$ cat src/hw/tcu8_pkg.sv
// Purpose: Shared constants for the eight-bit timer/counter compare unit
// Assumes: Wishbone classic slave, 32-bit data, 8-bit registers in lane 0
// Notes:   Byte offsets are word aligned; upper data bits read as zero
package tcu8_pkg;

  // ---------------------------------------------------------------------
  // Register offsets (byte addresses)
  // ---------------------------------------------------------------------
  localparam logic [7:0] OFS_TIMER_CONTROL_REG = 8'h00;
  localparam logic [7:0] OFS_COUNTER_VALUE     = 8'h04;
  localparam logic [7:0] OFS_COMPARE_VALUE     = 8'h08;
  localparam logic [7:0] OFS_FLAGS             = 8'h0C;
  localparam logic [7:0] OFS_IRQ_ENABLE        = 8'h10;
  localparam logic [7:0] OFS_PORT              = 8'h14;

  // ---------------------------------------------------------------------
  // Field positions
  // ---------------------------------------------------------------------
  localparam int CTL_CS_LSB   = 0;  // clock_source_select [2:0]
  localparam int CTL_WGM_LSB  = 3;  // waveform_mode [4:3]
  localparam int CTL_COM_LSB  = 5;  // compare_output_mode [6:5]
  localparam int CTL_FOC_BIT  = 7;  // force_compare_strobe, reads 0
  localparam int FLG_OVF_BIT  = 0;  // overflow_flag
  localparam int FLG_OCF_BIT  = 1;  // compare_match_flag
  localparam int PRT_VAL_BIT  = 0;  // general port output value
  localparam int PRT_DIR_BIT  = 1;  // output_pin_direction

  // ---------------------------------------------------------------------
  // Reset values and counter limits
  // ---------------------------------------------------------------------
  localparam logic [7:0] RST_BYTE   = 8'h00;
  localparam logic [7:0] CNT_BOTTOM = 8'h00;
  localparam logic [7:0] CNT_MAX    = 8'hFF;

  // Waveform modes
  localparam logic [1:0] WGM_NORMAL = 2'h0;
  localparam logic [1:0] WGM_PHASE  = 2'h1;
  localparam logic [1:0] WGM_CTC    = 2'h2;
  localparam logic [1:0] WGM_FAST   = 2'h3;

  // Compare output modes
  localparam logic [1:0] COM_OFF    = 2'h0;
  localparam logic [1:0] COM_TOGGLE = 2'h1;
  localparam logic [1:0] COM_CLEAR  = 2'h2;
  localparam logic [1:0] COM_SET    = 2'h3;

  // Clock source codes
  localparam logic [2:0] CS_STOP    = 3'h0;
  localparam logic [2:0] CS_DIV1    = 3'h1;
  localparam logic [2:0] CS_DIV8    = 3'h2;
  localparam logic [2:0] CS_DIV64   = 3'h3;
  localparam logic [2:0] CS_DIV256  = 3'h4;
  localparam logic [2:0] CS_DIV1024 = 3'h5;
  localparam logic [2:0] CS_EXT_FALL = 3'h6;
  localparam logic [2:0] CS_EXT_RISE = 3'h7;

  // Prescaler width (divide by up to 1024)
  localparam int PRE_W = 10;

endpackage : tcu8_pkg

$ cat src/hw/tcu8_timer.sv
// Purpose: Eight-bit timer/counter with one compare unit and output stage
// Assumes: One 250 MHz clock, synchronous active-high reset, inputs
//          synchronous to clk_i, Wishbone classic register access
// Notes:   Notes on behaviour follow
// Notes on behaviour
// [RULE1] Clock select zero stops ticks, counter holds
// [RULE2] CPU counter write beats clear or count
// [RULE3] Counter readable and writable at any time
// [RULE4] Each tick clears, increments or decrements counter
// [RULE5] Mode picks sequence; overflow flag may interrupt
// [RULE6] Comparator flags counter equal to compare value
// [RULE7] Match sets compare flag on next tick
// [RULE8] Compare interrupt needs enable and global enable
// [RULE9] Compare flag clears on service or write-one
// [RULE10] Compare value buffered only in PWM modes
// [RULE11] Buffer transfers at top or bottom only
// [RULE12] CPU reaches buffer when buffered, else active
// [RULE13] Force strobe acts like match, no flag
// [RULE14] Counter write blocks matches for next tick
// [RULE15] Output register kept across mode changes
// [RULE16] Output mode change applies at next match
// [RULE17] Reset clears internal compare output register
// [RULE18] Nonzero output mode overrides general port value
// [RULE19] Output reaches pin only when direction output
// [RULE20] Output mode zero leaves output register unchanged
// [RULE21] Max and bottom handle extreme compare values
// [RULE22] Software avoids writing counter to match value
// [RULE23] Bottom indication when counter is 0x00
// [RULE24] Max indication when counter is 0xFF
// [RULE25] Nonzero selects prescaled clock or pin edge
module tcu8_timer (
  input  wire logic        clk_i,           // System clock, 250 MHz
  input  wire logic        rst_i,           // Sync reset, active high
  input  wire logic        cyc_i,           // Wishbone cycle
  input  wire logic        stb_i,           // Wishbone strobe
  input  wire logic        we_i,            // Wishbone write enable
  input  wire logic [7:0]  adr_i,           // Wishbone byte address
  input  wire logic [3:0]  sel_i,           // Wishbone byte selects
  input  wire logic [31:0] dat_i,           // Wishbone write data
  output logic      [31:0] dat_o,           // Wishbone read data
  output logic             ack_o,           // Wishbone acknowledge
  input  wire logic        ext_clk_i,       // External counter pin
  input  wire logic        global_irq_en_i, // CPU status global enable
  input  wire logic        ovf_irq_ack_i,   // Overflow irq serviced
  input  wire logic        cmp_irq_ack_i,   // Compare irq serviced
  output logic             ovf_irq_o,       // Overflow irq request
  output logic             cmp_irq_o,       // Compare irq request
  output logic             pin_o,           // Pin output level
  output logic             pin_oe_o         // Pin output enable
);

  // -----------------------------------------------------------------------
  // State
  // -----------------------------------------------------------------------
  typedef struct packed {
    logic [7:0]                 cnt;
    logic                       down;
    logic [7:0]                 ocr_act;
    logic [7:0]                 ocr_buf;
    logic [2:0]                 cs;
    logic [1:0]                 wgm;
    logic [1:0]                 com;
    logic                       ovf;
    logic                       ocf;
    logic                       ovf_ie;
    logic                       ocf_ie;
    logic                       port_val;
    logic                       ddr;
    logic                       oc;
    logic                       block;
    logic [tcu8_pkg::PRE_W-1:0] pre;
    logic                       ext_q;
    logic                       ack;
    logic [7:0]                 dat;
    logic                       irq_ovf;
    logic                       irq_cmp;
    logic                       pin;
    logic                       oe;
  } tcu8_state_s;

  tcu8_state_s q_r;
  tcu8_state_s d_nxt;

  // PWM modes use the buffered compare value
  function automatic logic tcu8_is_pwm(input logic [1:0] wgm);
    tcu8_is_pwm = (wgm == tcu8_pkg::WGM_FAST) ||
                  (wgm == tcu8_pkg::WGM_PHASE);
  endfunction

  // Compare output action applied to the output register
  function automatic logic tcu8_apply(input logic [1:0] com,
                                      input logic       oc,
                                      input logic       inv);
    case (com)
      tcu8_pkg::COM_TOGGLE: tcu8_apply = ~oc;
      tcu8_pkg::COM_CLEAR:  tcu8_apply = inv;
      tcu8_pkg::COM_SET:    tcu8_apply = ~inv;
      default:              tcu8_apply = oc;
    endcase
  endfunction

  // -----------------------------------------------------------------------
  // Bus decode and tick generation
  // -----------------------------------------------------------------------
  logic       bus_wr;
  logic       wr_ctl;
  logic       wr_cnt;
  logic       wr_ocr;
  logic [7:0] wdat;
  logic       tick;
  logic       is_bottom;
  logic       is_max;
  logic       match;

  // Write lands at the edge where the master sees ack high
  assign bus_wr = cyc_i && stb_i && we_i && q_r.ack && sel_i[0];
  assign wr_ctl = bus_wr && (adr_i == tcu8_pkg::OFS_TIMER_CONTROL_REG);
  assign wr_cnt = bus_wr && (adr_i == tcu8_pkg::OFS_COUNTER_VALUE);
  assign wr_ocr = bus_wr && (adr_i == tcu8_pkg::OFS_COMPARE_VALUE);
  assign wdat   = dat_i[7:0];

  assign is_bottom = (q_r.cnt == tcu8_pkg::CNT_BOTTOM);   // [RULE23]
  assign is_max    = (q_r.cnt == tcu8_pkg::CNT_MAX);      // [RULE24]
  assign match     = (q_r.cnt == q_r.ocr_act);            // [RULE6]

  // Tick source select; prescaler runs free so ratios stay exact
  always_comb begin
    case (q_r.cs)                                         // [RULE25]
      tcu8_pkg::CS_DIV1:     tick = 1'b1;
      tcu8_pkg::CS_DIV8:     tick = (q_r.pre[2:0] == 3'h7);
      tcu8_pkg::CS_DIV64:    tick = (q_r.pre[5:0] == 6'h3F);
      tcu8_pkg::CS_DIV256:   tick = (q_r.pre[7:0] == 8'hFF);
      tcu8_pkg::CS_DIV1024:  tick = (q_r.pre == 10'h3FF);
      tcu8_pkg::CS_EXT_FALL: tick = q_r.ext_q && !ext_clk_i;
      tcu8_pkg::CS_EXT_RISE: tick = !q_r.ext_q && ext_clk_i;
      default:               tick = 1'b0;                 // [RULE1]
    endcase
  end

  // -----------------------------------------------------------------------
  // Next-state logic
  // -----------------------------------------------------------------------
  always_comb begin
    logic       pwm;
    logic       hit;
    logic       set_ovf;
    logic       set_ocf;
    logic [7:0] rd;
    pwm     = tcu8_is_pwm(q_r.wgm);
    hit     = tick && match && !q_r.block;                // [RULE14]
    set_ovf = 1'b0;
    set_ocf = 1'b0;
    rd      = tcu8_pkg::RST_BYTE;
    d_nxt   = q_r;
    d_nxt.pre   = q_r.pre + 10'h001;
    d_nxt.ext_q = ext_clk_i;

    // Counting sequence per waveform mode
    if (tick) begin                                       // [RULE4]
      case (q_r.wgm)                                      // [RULE5]
        tcu8_pkg::WGM_CTC: begin
          d_nxt.cnt = match ? tcu8_pkg::CNT_BOTTOM : q_r.cnt + 8'h01;
          set_ovf   = is_max;
        end
        tcu8_pkg::WGM_PHASE: begin
          // Direction turns at max and bottom
          if (is_max) begin                               // [RULE21]
            d_nxt.down = 1'b1;
            d_nxt.cnt  = q_r.cnt - 8'h01;
          end else if (is_bottom) begin
            d_nxt.down = 1'b0;
            d_nxt.cnt  = q_r.cnt + 8'h01;
          end else begin
            d_nxt.cnt  = q_r.down ? q_r.cnt - 8'h01 : q_r.cnt + 8'h01;
          end
          set_ovf = is_bottom;
        end
        default: begin
          d_nxt.down = 1'b0;
          d_nxt.cnt  = q_r.cnt + 8'h01;
          set_ovf    = is_max;
        end
      endcase
      set_ocf     = hit;                                  // [RULE7]
      d_nxt.block = 1'b0;
    end

    // Buffered compare value moves at max in both PWM modes
    if (tick && pwm) begin                                // [RULE11]
      if ((q_r.wgm == tcu8_pkg::WGM_FAST && is_max) ||
          (q_r.wgm == tcu8_pkg::WGM_PHASE && is_max)) begin
        d_nxt.ocr_act = q_r.ocr_buf;
      end
    end

    // Output register actions; mode bits read live, not buffered
    if (hit) begin                                        // [RULE16]
      case (q_r.wgm)
        tcu8_pkg::WGM_PHASE:
          d_nxt.oc = tcu8_apply(q_r.com, q_r.oc,
                                q_r.down && !is_max);     // [RULE21]
        default:
          d_nxt.oc = tcu8_apply(q_r.com, q_r.oc, 1'b0);   // [RULE20]
      endcase
    end
    // Fast PWM: opposite action at bottom; max compare gives steady level
    if (tick && q_r.wgm == tcu8_pkg::WGM_FAST && is_max &&
        q_r.com[1]) begin                                 // [RULE21]
      d_nxt.oc = tcu8_apply(q_r.com, q_r.oc, 1'b1);
    end

    // Flag set wins over any clear in the same cycle
    if (cmp_irq_ack_i) d_nxt.ocf = 1'b0;                  // [RULE9]
    if (ovf_irq_ack_i) d_nxt.ovf = 1'b0;
    if (bus_wr && adr_i == tcu8_pkg::OFS_FLAGS) begin
      if (wdat[tcu8_pkg::FLG_OCF_BIT]) d_nxt.ocf = 1'b0;  // [RULE9]
      if (wdat[tcu8_pkg::FLG_OVF_BIT]) d_nxt.ovf = 1'b0;
    end
    if (set_ocf) d_nxt.ocf = 1'b1;
    if (set_ovf) d_nxt.ovf = 1'b1;                        // [RULE5]

    // Register writes
    if (wr_ctl) begin
      d_nxt.cs  = wdat[tcu8_pkg::CTL_CS_LSB +: 3];
      d_nxt.wgm = wdat[tcu8_pkg::CTL_WGM_LSB +: 2];       // [RULE15]
      d_nxt.com = wdat[tcu8_pkg::CTL_COM_LSB +: 2];
      // Force acts with the mode bits already in place
      if (wdat[tcu8_pkg::CTL_FOC_BIT] && !pwm)            // [RULE13]
        d_nxt.oc = tcu8_apply(q_r.com, q_r.oc, 1'b0);
    end
    if (wr_cnt) begin                                     // [RULE2]
      d_nxt.cnt   = wdat;                                 // [RULE3]
      d_nxt.block = 1'b1;                                 // [RULE14]
    end
    if (wr_ocr) begin                                     // [RULE12]
      d_nxt.ocr_buf = wdat;
      if (!pwm) d_nxt.ocr_act = wdat;                     // [RULE10]
    end
    if (bus_wr && adr_i == tcu8_pkg::OFS_IRQ_ENABLE) begin
      d_nxt.ovf_ie = wdat[tcu8_pkg::FLG_OVF_BIT];
      d_nxt.ocf_ie = wdat[tcu8_pkg::FLG_OCF_BIT];
    end
    if (bus_wr && adr_i == tcu8_pkg::OFS_PORT) begin
      d_nxt.port_val = wdat[tcu8_pkg::PRT_VAL_BIT];
      d_nxt.ddr      = wdat[tcu8_pkg::PRT_DIR_BIT];
    end

    // Read mux; unmapped addresses read zero
    case (adr_i)
      tcu8_pkg::OFS_TIMER_CONTROL_REG: rd = {1'b0, q_r.com, q_r.wgm, q_r.cs};
      tcu8_pkg::OFS_COUNTER_VALUE:     rd = q_r.cnt;      // [RULE3]
      tcu8_pkg::OFS_COMPARE_VALUE:
        rd = pwm ? q_r.ocr_buf : q_r.ocr_act;             // [RULE12]
      tcu8_pkg::OFS_FLAGS:      rd = {6'h00, q_r.ocf, q_r.ovf};
      tcu8_pkg::OFS_IRQ_ENABLE: rd = {6'h00, q_r.ocf_ie, q_r.ovf_ie};
      tcu8_pkg::OFS_PORT:       rd = {6'h00, q_r.ddr, q_r.port_val};
      default:                  rd = tcu8_pkg::RST_BYTE;
    endcase
    d_nxt.ack = cyc_i && stb_i && !q_r.ack;
    if (cyc_i && stb_i && !q_r.ack) d_nxt.dat = rd;

    // Interrupt requests gated by the CPU global enable
    d_nxt.irq_cmp = d_nxt.ocf && d_nxt.ocf_ie && global_irq_en_i; // [RULE8]
    d_nxt.irq_ovf = d_nxt.ovf && d_nxt.ovf_ie && global_irq_en_i; // [RULE5]

    // Pin override and direction
    d_nxt.pin = (d_nxt.com != tcu8_pkg::COM_OFF) ? d_nxt.oc
                                                 : d_nxt.port_val; // [RULE18]
    d_nxt.oe  = d_nxt.ddr;                                // [RULE19]
  end

  // State register; reset clears the output register among the rest
  always_ff @(posedge clk_i) begin
    if (rst_i) begin
      q_r <= '0;                                          // [RULE17]
    end else begin
      q_r <= d_nxt;
    end
  end

  assign dat_o     = {24'h000000, q_r.dat};
  assign ack_o     = q_r.ack;
  assign ovf_irq_o = q_r.irq_ovf;
  assign cmp_irq_o = q_r.irq_cmp;
  assign pin_o     = q_r.pin;
  assign pin_oe_o  = q_r.oe;

  // Helper: counter write stays pending until the next tick, so a
  // stopped timer keeps the block for as long as it stays stopped
  logic blk_seen_r;
  always_ff @(posedge clk_i) begin
    if (rst_i) begin
      blk_seen_r <= 1'b0;
    end else if (wr_cnt) begin
      blk_seen_r <= 1'b1;
    end else if (tick) begin
      blk_seen_r <= 1'b0;
    end
  end
endmodule : tcu8_timer

$ cat config.mk
export PLATFORM = sky130hd
export DESIGN_NAME = tcu8_timer
export DESIGN_NICKNAME = d
export VERILOG_FILES = /design/src/hw/tcu8_pkg.sv /design/src/hw/tcu8_timer.sv
export SDC_FILE = /design/constraint.sdc
export NUM_CORES = 1
export LEC_CHECK = 0
export BUFFER_PORTS_ARGS = -buffer_cell sky130_fd_sc_hd__buf_2
export CAP_MARGIN = 20
export CORE_UTILIZATION = 25
export CTS_BUF_LIST = sky130_fd_sc_hd__clkbuf_4
export DETAILED_ROUTE_END_ITERATION = 7
export PLACE_DENSITY = 0.42
export SLEW_MARGIN = 40
export SYNTH_ARGS = -nofsm -noshare
export SYNTH_HDL_FRONTEND = slang
export SYNTH_SLANG_ARGS = --single-unit
$ cat constraint.sdc
create_clock -name clk_i -period 2.7 [get_ports clk_i]
set_input_delay 0.135 -clock clk_i [delete_from_list [all_inputs] [get_ports clk_i]]
set_output_delay 0.135 -clock clk_i [all_outputs]
set_load 0.01 [all_outputs]
# Word-level counts from Yosys, hierarchy flattened
# Cells that the tools add are included.
dict set report word_totals {
  output_inout_bits 37
  regBits 63
  inputBits 53
  mem_bits_rw 0
  memories 0
  latch_bits 0
  rom_bits 0
}
dict set report classes {
  magnitude_cmp 0
  eq_ne 25
  shifts 0
  multipliers 0
  add_sub_neg 3
  bitwise 3
  reduce_logical 40
  mux 40
  div_mod_pow 0
}
# op count
set ops {}
lappend ops {{8-bit two-way mux} 8}
lappend ops {{8-bit one-hot mux with 6 select lines} 1}
lappend ops {{1-bit logical AND} 27}
lappend ops {{1-bit two-way mux} 18}
lappend ops {{9-bit two-way mux} 2}
lappend ops {{8-bit by 4-bit equality test with 1-bit output (second input constant)} 2}
lappend ops {{8-bit by 5-bit equality test with 1-bit output (second input constant)} 2}
lappend ops {{8-bit equality test (second input constant)} 2}
lappend ops {{8-bit logical NOT} 2}
lappend ops {{16-bit two-way mux} 1}
lappend ops {{8-bit one-hot mux with 2 select lines} 1}
lappend ops {{3-bit equality test (second input constant)} 5}
lappend ops {{10-bit by 1-bit adder with 10-bit output (second input constant)} 1}
lappend ops {{10-bit equality test (second input constant)} 1}
lappend ops {{1-bit one-hot mux with 3 select lines} 3}
lappend ops {{8-bit by 1-bit adder with 8-bit output (second input constant)} 1}
lappend ops {{2-bit equality test (second input constant)} 4}
lappend ops {{8-bit by 3-bit equality test with 1-bit output (second input constant)} 1}
lappend ops {{8-bit equality test} 1}
lappend ops {{2-bit two-way mux} 4}
lappend ops {{8-bit by 1-bit subtractor with 8-bit output (second input constant)} 1}
lappend ops {{1-bit one-hot mux with 7 select lines} 1}
lappend ops {{3-bit by 2-bit equality test with 1-bit output (second input constant)} 2}
lappend ops {{6-bit equality test (second input constant)} 1}
lappend ops {{other kinds (9)} 19}

# Logic depth before layout (Yosys ltp)
# Gate-level depths: netlist (run 1).
dict set report logic_depth {
  depth_word 11
  mapped_depth 9
  mapped_depth_nobuf 8
}

# Least setup slack after synthesis (run 1)
# OpenSTA, ideal clock, no wires.
dict set report synth_timing {
  kind {reg2reg}
  from {reg q_r[14] (netlist name)}
  to {reg q_r[57] (netlist name)}
  path_slack_ns 0.618
  path_stages_with_launch 9
  required_time_ns 2.597
  t_arrival_ns 1.978
  cell_sequence {dfxtp_1 > ha_1 > and3_1 > and3_1 > a311oi_2 > or2_0 > clkbuf_1 > nor2_1 > a2111oi_2}
}
dict set report synth_via {
  elab_chain_len 3
}
# element line_no
set synth_lines {}
lappend synth_lines {{start: declaration} tcu8_timer.sv:81} ;# tcu8_state_s q_r;
lappend synth_lines {{start signal: assignment} tcu8_timer.sv:277} ;# q_r <= d_nxt;
lappend synth_lines {{10-bit equality test, or another cell as far along} tcu8_timer.sv:133} ;# tcu8_pkg::CS_DIV1024: tick = (q_r.pre == 10'h3FF);
lappend synth_lines {{1-bit one-hot mux with 7 select lines *} tcu8_timer.sv:128} ;# case (q_r.cs)
lappend synth_lines {{2-bit nonzero test (no source line) *} n/a}
# Mark *: on every way between the ends. The rest lies on a longest branch, timed or not.
# A chain may end at the register's enable or synchronous reset.

# Worst setup path after layout (run 1)
dict set report layout_timing {
  from {reg q_r[14] (netlist name)}
  to {reg q_r[62] (netlist name)}
}
# The elaborated chain is that of the path after synthesis.

==> flow_metrics.py, run 1 <==
metrics = {
    "logic_synthesis": {
        "synth-edff-count": 0,
        "avgSynthCellArea_um2": 7.946,
        "syn_area_um2": 3854,
        "ys_seq_area_frac": 0.3273,
        "ys.flop_type": "dfxtp_1",
        "async_reset_ff_frac": 0,
        "yosysWarningCount": 0,
        "synth.distinct_cells": 63,
        "synthCells": 485,
        "synth-seq-cells": 63,
    },
    "detailed_routing": {
        "drt-initial-drc-count": 203,
        "vias_per_cell": 4.703,
        "first_pass_iters": 6,
        "drc": 1,
        "vias": 3358,
        "wl_per_cell_um": 15.45,
        "totalWireLength_um": 11030,
        "postRouteAntennaNets": 0,
    },
    "clocking": {
        "cts_max_path_buffers": 2,
        "postCtsSetupRepairBufs": 0,
        "clk_latency_ns": 0.44,
        "numCtsBuffers": 9,
        "clkSlewWorstSetupHoldPaths_ns": 0.11,
        "cts_root_buffer": "clkbuf_4",
        "cts_sinks": 63,
        "htreeDepth": 3,
        "tritoncts": "yes",
    },
    "cells_and_area": {
        "fillerInstances": 1621,
        "layout.nets": 581,
        "regArea_um2": 1261,
        "final_common_cell": "dfxtp_1",
        "area_growth_syn_to_layout_pct": 13.44,
        "final_layout_size_suffix_gt1_frac": 0.1581,
        "multi_input_area_um2": 2250,
        "mostFrequentLayoutCells": "dfxtp_1, nor2_1, nand2_1, buf_2, a21oi_1",
    },
    "global_routing": {
        "antenna_found_initial": 1,
        "grt_pass1_vias": 3237,
        "groute.usage.overall": 0.1465,
        "grt_overflow": 0,
        "grt_max_degree": 36,
        "grt_pass1_wl_um": 17900,
    },
    "floorplan": {
        "num_rows": 45,
        "core_um2": 15150,
        "io_pins": 90,
        "dieArea_um2": 15920,
        "die_width_um": 126.2,
        "start_util": 0.2544,
        "dieHeight_um": 126.2,
    },
    "sta": {
        "fmax_mhz": 409.6,
        "min_period_ns": 2.441,
        "worst_pin_slew_ns": 0.6187,
        "skew_ns": 0.01752,
        "setup_ws_ns": 0.2588,
        "maxSlewViolCount": 0,
        "final.setup.tns_ns": 0,
        "relSlewSlack": 0.5847,
        "rsz0062_at_grt": "false",
        "holdWs_ns": 0.1504,
        "hold_viol_final": 0,
        "min_period_over_period": 0.9042,
        "setup_viol": 0,
    },
    "setup_path": {
        "worstSetupEndpointType": "flop",
        "required_ns": 3.03,
        "cp_data_arrival_time_ns": 2.77,
        "critical_path.max_fanout": 5,
        "crit_path_start_kind": "flop",
        "critPathKind": "flop to flop",
        "reg2reg_slack_ns": 0.26,
    },
    "pwr": {
        "leakagePower_uw": 0.001604,
        "power_uw": 1806,
        "power_density_nw_per_um2": 413.2,
        "ir_drop_mv": 0.1486,
    },
    "placed_design": {
        "place_hpwl_um": 8164,
        "pre_cts_ws_ns": 0.3101,
        "io_buffers": 38,
        "finalWeightedCongestion": 0.7832,
    },
    "run_status": {
        "failed_checks": "DRC",
        "status": "complete, but fails checks",
    },
    "job": {
        "cap_viol_max_count": 0,
    },
    "hold_path": {
        "hold_class": "input port to flop",
    },
}
[cell families after synthesis]
kind of cell    share of synthesized area
compound gates                     0.1893
buf+inv                            0.1120
xor+xnor                          0.06136
fa+ha+maj                         0.02598
flops                              0.3273
mux                               0.04708
other cells                     0.0009731
simple gates                       0.2360
[flip-flops by register name, summed over array words and instances, names as in the netlist]
register   count
ack_o          1
pin_oe_o       1
pin_o          1
cmp_irq_o      1
dat_o          8
ovf_irq_o      1
q_r           50
[path summary, 6_finish.rpt]
path,from,endpoint,depth (start not counted)
worst max-delay path,q_r[14],q_r[62],8
worst min register to register,q_r[14],q_r[14],1
worst max register to register,q_r[14],q_r[62],8
worst min-delay path,adr_i[0],pin_oe_o,5
[synthesized netlist by cell type, types with 6 or more instances]
| cell type | number | area share |
|---|---|---|
| dfxtp_1 | 63 | 0.33 |
| nor2_1 | 57 | 0.056 |
| nand2_1 | 56 | 0.055 |
| a21oi_1 | 33 | 0.043 |
| buf_4 | 33 | 0.064 |
| clkbuf_1 | 20 | 0.019 |
| xnor2_1 | 19 | 0.043 |
| mux2i_1 | 17 | 0.044 |
| inv_1 | 16 | 0.016 |
| nand3_1 | 13 | 0.017 |
| nor3_1 | 11 | 0.014 |
| o21ai_0 | 11 | 0.014 |
| a211oi_1 | 10 | 0.019 |
| a31oi_1 | 9 | 0.015 |
| a311oi_1 | 8 | 0.018 |
| ha_1 | 8 | 0.026 |
| xor2_1 | 8 | 0.018 |
| nor2b_1 | 7 | 0.011 |
| a2bb2oi_1 | 6 | 0.014 |
| and3_1 | 6 | 0.0097 |
| buf_2 | 6 | 0.0078 |
| o31ai_1 | 6 | 0.012 |
[layer usage]
layer,up-vias,track usage,part of all wire
li1,1711,-,-
met1,1547,0.2091,0.52
met2,88,0.2164,0.42
met3,12,0.02506,0.044
met4,0,0.05953,0.0093
met5,-,0,0
[area by class of cell]
cell class              count  share of cell area
well taps                 188             0.05381
diodes                      1           0.0005724
multi-input cells         367              0.5146
inverters                  16             0.01374
clock inverters             6             0.01946
clock buffers              10             0.01717
repair buffers             63             0.09216
flip-flops and latches     63              0.2885
[worst max-delay path, cell delays in order (launching register included)]
cell      delay [ns]
dfxtp_1         0.34
ha_1            0.22
and3_1          0.21
and3_1          0.23
a311oi_2        0.46
or2_0           0.33
buf_4           0.20
a221oi_1        0.06
o41ai_1         0.30
[report_power, final]
group	switching, uW	internal, uW	leakage, uW
combinational	73.1	38.2	0.00101
clock	375	383	0.0000840
sequential	3.34	934	0.000508
total	451	1350	0.00160
[through the flow]
step	std cells	utilization	cell area [um2]
after floorplan	508	-	3940
after global placement	687	0.2711	4106
after detailed placement	687	0.2711	4106
after CTS	713	0.2883	4367
after global routing	714	0.2886	4372
final	714	0.2886	4372
[timing repair]
action	CTS	global route
gates resized for setup	0	0
endpoints found under the hold margin	22	0
hold buffers	10	0
Power figures use the tool's default switching activity.
==> inputs of run 2 (changes only) <==
Clock period 2.7 ns to 2.3 ns, I/O delays scaled along.
==> run 2 against run 1 <==
The flow still finishes with violations (DRC). Total power grew 25%. Global-route usage grew 0.36 points. Cell area grew 4.1%. Critical path depth grew 1. Register-to-register slack lost 0.13 ns. Critical path type unchanged.
==> flow_metrics.py, run 2 (same netlist as run 1, synthesis figures left out) <==
metrics = {
    "run_status": {
        "status": "complete, but fails checks",
        "failed_checks": "DRC",
    },
    "pwr": {
        "switching_power_uw": 557.8,
        "leakagePower_uw": 0.001713,
        "swShare": 0.2474,
        "power_uw": 2255,
        "ir_drop_mv": 0.3074,
        "p_int_uw": 1697,
        "combPwrFrac": 0.060,
        "power_density_nw_per_um2": 495.5,
        "seqPwrFrac": 0.488,
        "clock_power_share": 0.452,
    },
    "detailed_routing": {
        "vias": 3545,
        "postRouteAntennaNets": 0,
        "drc": 1,
        "wl_per_cell_um": 15.47,
        "vias_per_cell": 4.843,
        "first_pass_iters": 6,
        "drt-initial-drc-count": 230,
        "totalWireLength_um": 11330,
    },
    "setup_path": {
        "worstReg2RegEnd": "q_r[47]",
        "cp-startpoint": "q_r[14]",
        "worstSetupEndpointType": "flop",
        "regToRegStartpoint": "q_r[14]",
        "critPathKind": "flop to flop",
        "cp_data_arrival_time_ns": 2.52,
        "required_ns": 2.65,
        "reg2reg_slack_ns": 0.13,
        "critical_path.slowest_cell": "dfxtp_1",
        "critical_path.cell_chain": "ha_1 > and3_1 > and3_2 > a311oi_2 > buf_4 > nor4_4 > buf_12 > mux2i_1 > a211oi_1",
        "critical_path.max_fanout": 8,
        "crit_path_start_kind": "flop",
        "critical_path.max_stage_delay_ns": 0.35,
        "worstSetupEndpoint": "q_r[47]",
        "reg2regPathDepth": 9,
    },
    "placed_design": {
        "finalWeightedCongestion": 0.8682,
        "io_buffers": 38,
        "place_hpwl_um": 8506,
        "dp.cells": 706,
    },
    "clocking": {
        "tritoncts": "yes",
        "numCtsBuffers": 9,
        "clk_latency_ns": 0.45,
        "clkSlewWorstSetupHoldPaths_ns": 0.11,
        "cts_sinks": 63,
        "htreeDepth": 3,
        "cts_root_buffer": "clkbuf_4",
        "cts_max_path_buffers": 2,
        "postCtsSetupRepairBufs": 0,
    },
    "floorplan": {
        "num_rows": 45,
        "dieHeight_um": 126.2,
        "io_pins": 90,
        "dieArea_um2": 15920,
        "core_um2": 15150,
        "die_width_um": 126.2,
        "start_util": 0.2544,
    },
    "sta": {
        "skew_ns": 0.01746,
        "min_period_ns": 2.173,
        "maxSlewViolCount": 0,
        "rsz0062_at_grt": "false",
        "setup_viol": 0,
        "worst_pin_slew_ns": 0.6186,
        "fmax_mhz": 460.1,
        "final.setup.tns_ns": 0,
        "holdWs_ns": 0.1582,
        "relSlewSlack": 0.5848,
        "hold_viol_final": 0,
        "min_period_over_period": 0.9449,
    },
    "cells_and_area": {
        "largest-register": "q_r",
        "final_layout_size_suffix_gt1_frac": 0.1893,
        "layout.nets": 600,
        "mostFrequentLayoutCells": "dfxtp_1, nor2_1, nand2_1, buf_2",
        "largest_register_ffs": 50,
        "instances_no_fill": 732,
        "area_growth_syn_to_layout_pct": 18.08,
        "diodes": 0,
        "fillerInstances": 1627,
        "final_common_cell": "dfxtp_1",
    },
    "global_routing": {
        "grt_pass1_wl_um": 18210,
        "grt_pass1_vias": 3292,
        "grt_overflow": 0,
        "antenna_found_initial": 0,
        "groute.usage.overall": 0.1502,
        "grt_max_degree": 31,
    },
    "job": {
        "cap_viol_max_count": 0,
    },
    "hold_path": {
        "hold_class": "input port to flop",
    },
}
run 2: worst min-delay path by stage:
stage	end	cells past startpoint	from
floorplan	q_r[13]	1	ext_clk_i
global placement	q_r[13]	2	ext_clk_i
detailed placement	q_r[13]	2	ext_clk_i
CTS	q_r[30]	4	cmp_irq_ack_i
global route	q_r[30]	4	cmp_irq_ack_i
finish	q_r[30]	4	cmp_irq_ack_i
run 2: power by group through the flow:
stage	combinational (uW)	clock [uW]	sequential, uW
after detailed placement	121	0	1130
after floorplan	96.9	0	1120
after CTS	135	1060	1100
final	135	1020	1100
after global placement	121	0	1130
after global routing	149	1110	1100
run 2: cell type report:
class / instances / area, um2 / area share
Inverter: 16 / 60.06 / 0.01320
Multi-Input combinational cell: 367 / 2248 / 0.4941
Sequential cell: 63 / 1261 / 0.2772
Clock inverter: 7 / 120.1 / 0.02640
Tap cell: 188 / 235.2 / 0.05169
Clock buffer: 9 / 67.56 / 0.01485
Timing Repair Buffer: 82 / 558.0 / 0.1226
run 2: what timing repair did:
item | CTS | global route
hold buffers | 10 | 0
endpoints found under the setup margin | 0 | 4
endpoints found under the hold margin | 28 | 0
gates resized for setup | 0 | 1
run 2: metrics by stage:
step                area, um2    util  worst slack, ns
floorplan                3940       -           0.2181
detailed placement       4262  0.2814           0.1055
finish                   4551  0.3005           0.1267
global placement         4262  0.2814           0.1229
CTS                      4549  0.3004          0.09191
global route             4551  0.3005          0.01654
run 2: routing by layer:
layer  vias to the layer above  GRT usage  wire (um)  part of all wire
met3                        15    0.03568        591             0.052
met5                         -          0          0                 0
li1                       1749          -          -                 -
met1                      1670     0.2057       5629              0.50
met2                       111     0.2233       4858              0.43
met4                         0    0.06449        246             0.022
run 2: worst max-delay path, delay by kind of cell (launching register included):
| family | cells | cell delay (ns) |
|---|---|---|
| multiplexers | 1 | 0.11 |
| flip-flops | 1 | 0.35 |
| AO/OA/AOI/OAI | 2 | 0.57 |
| adder cells (fa/ha/maj) | 1 | 0.22 |
| AND/OR/NAND/NOR | 3 | 0.51 |
| buffers and inverters | 2 | 0.34 |
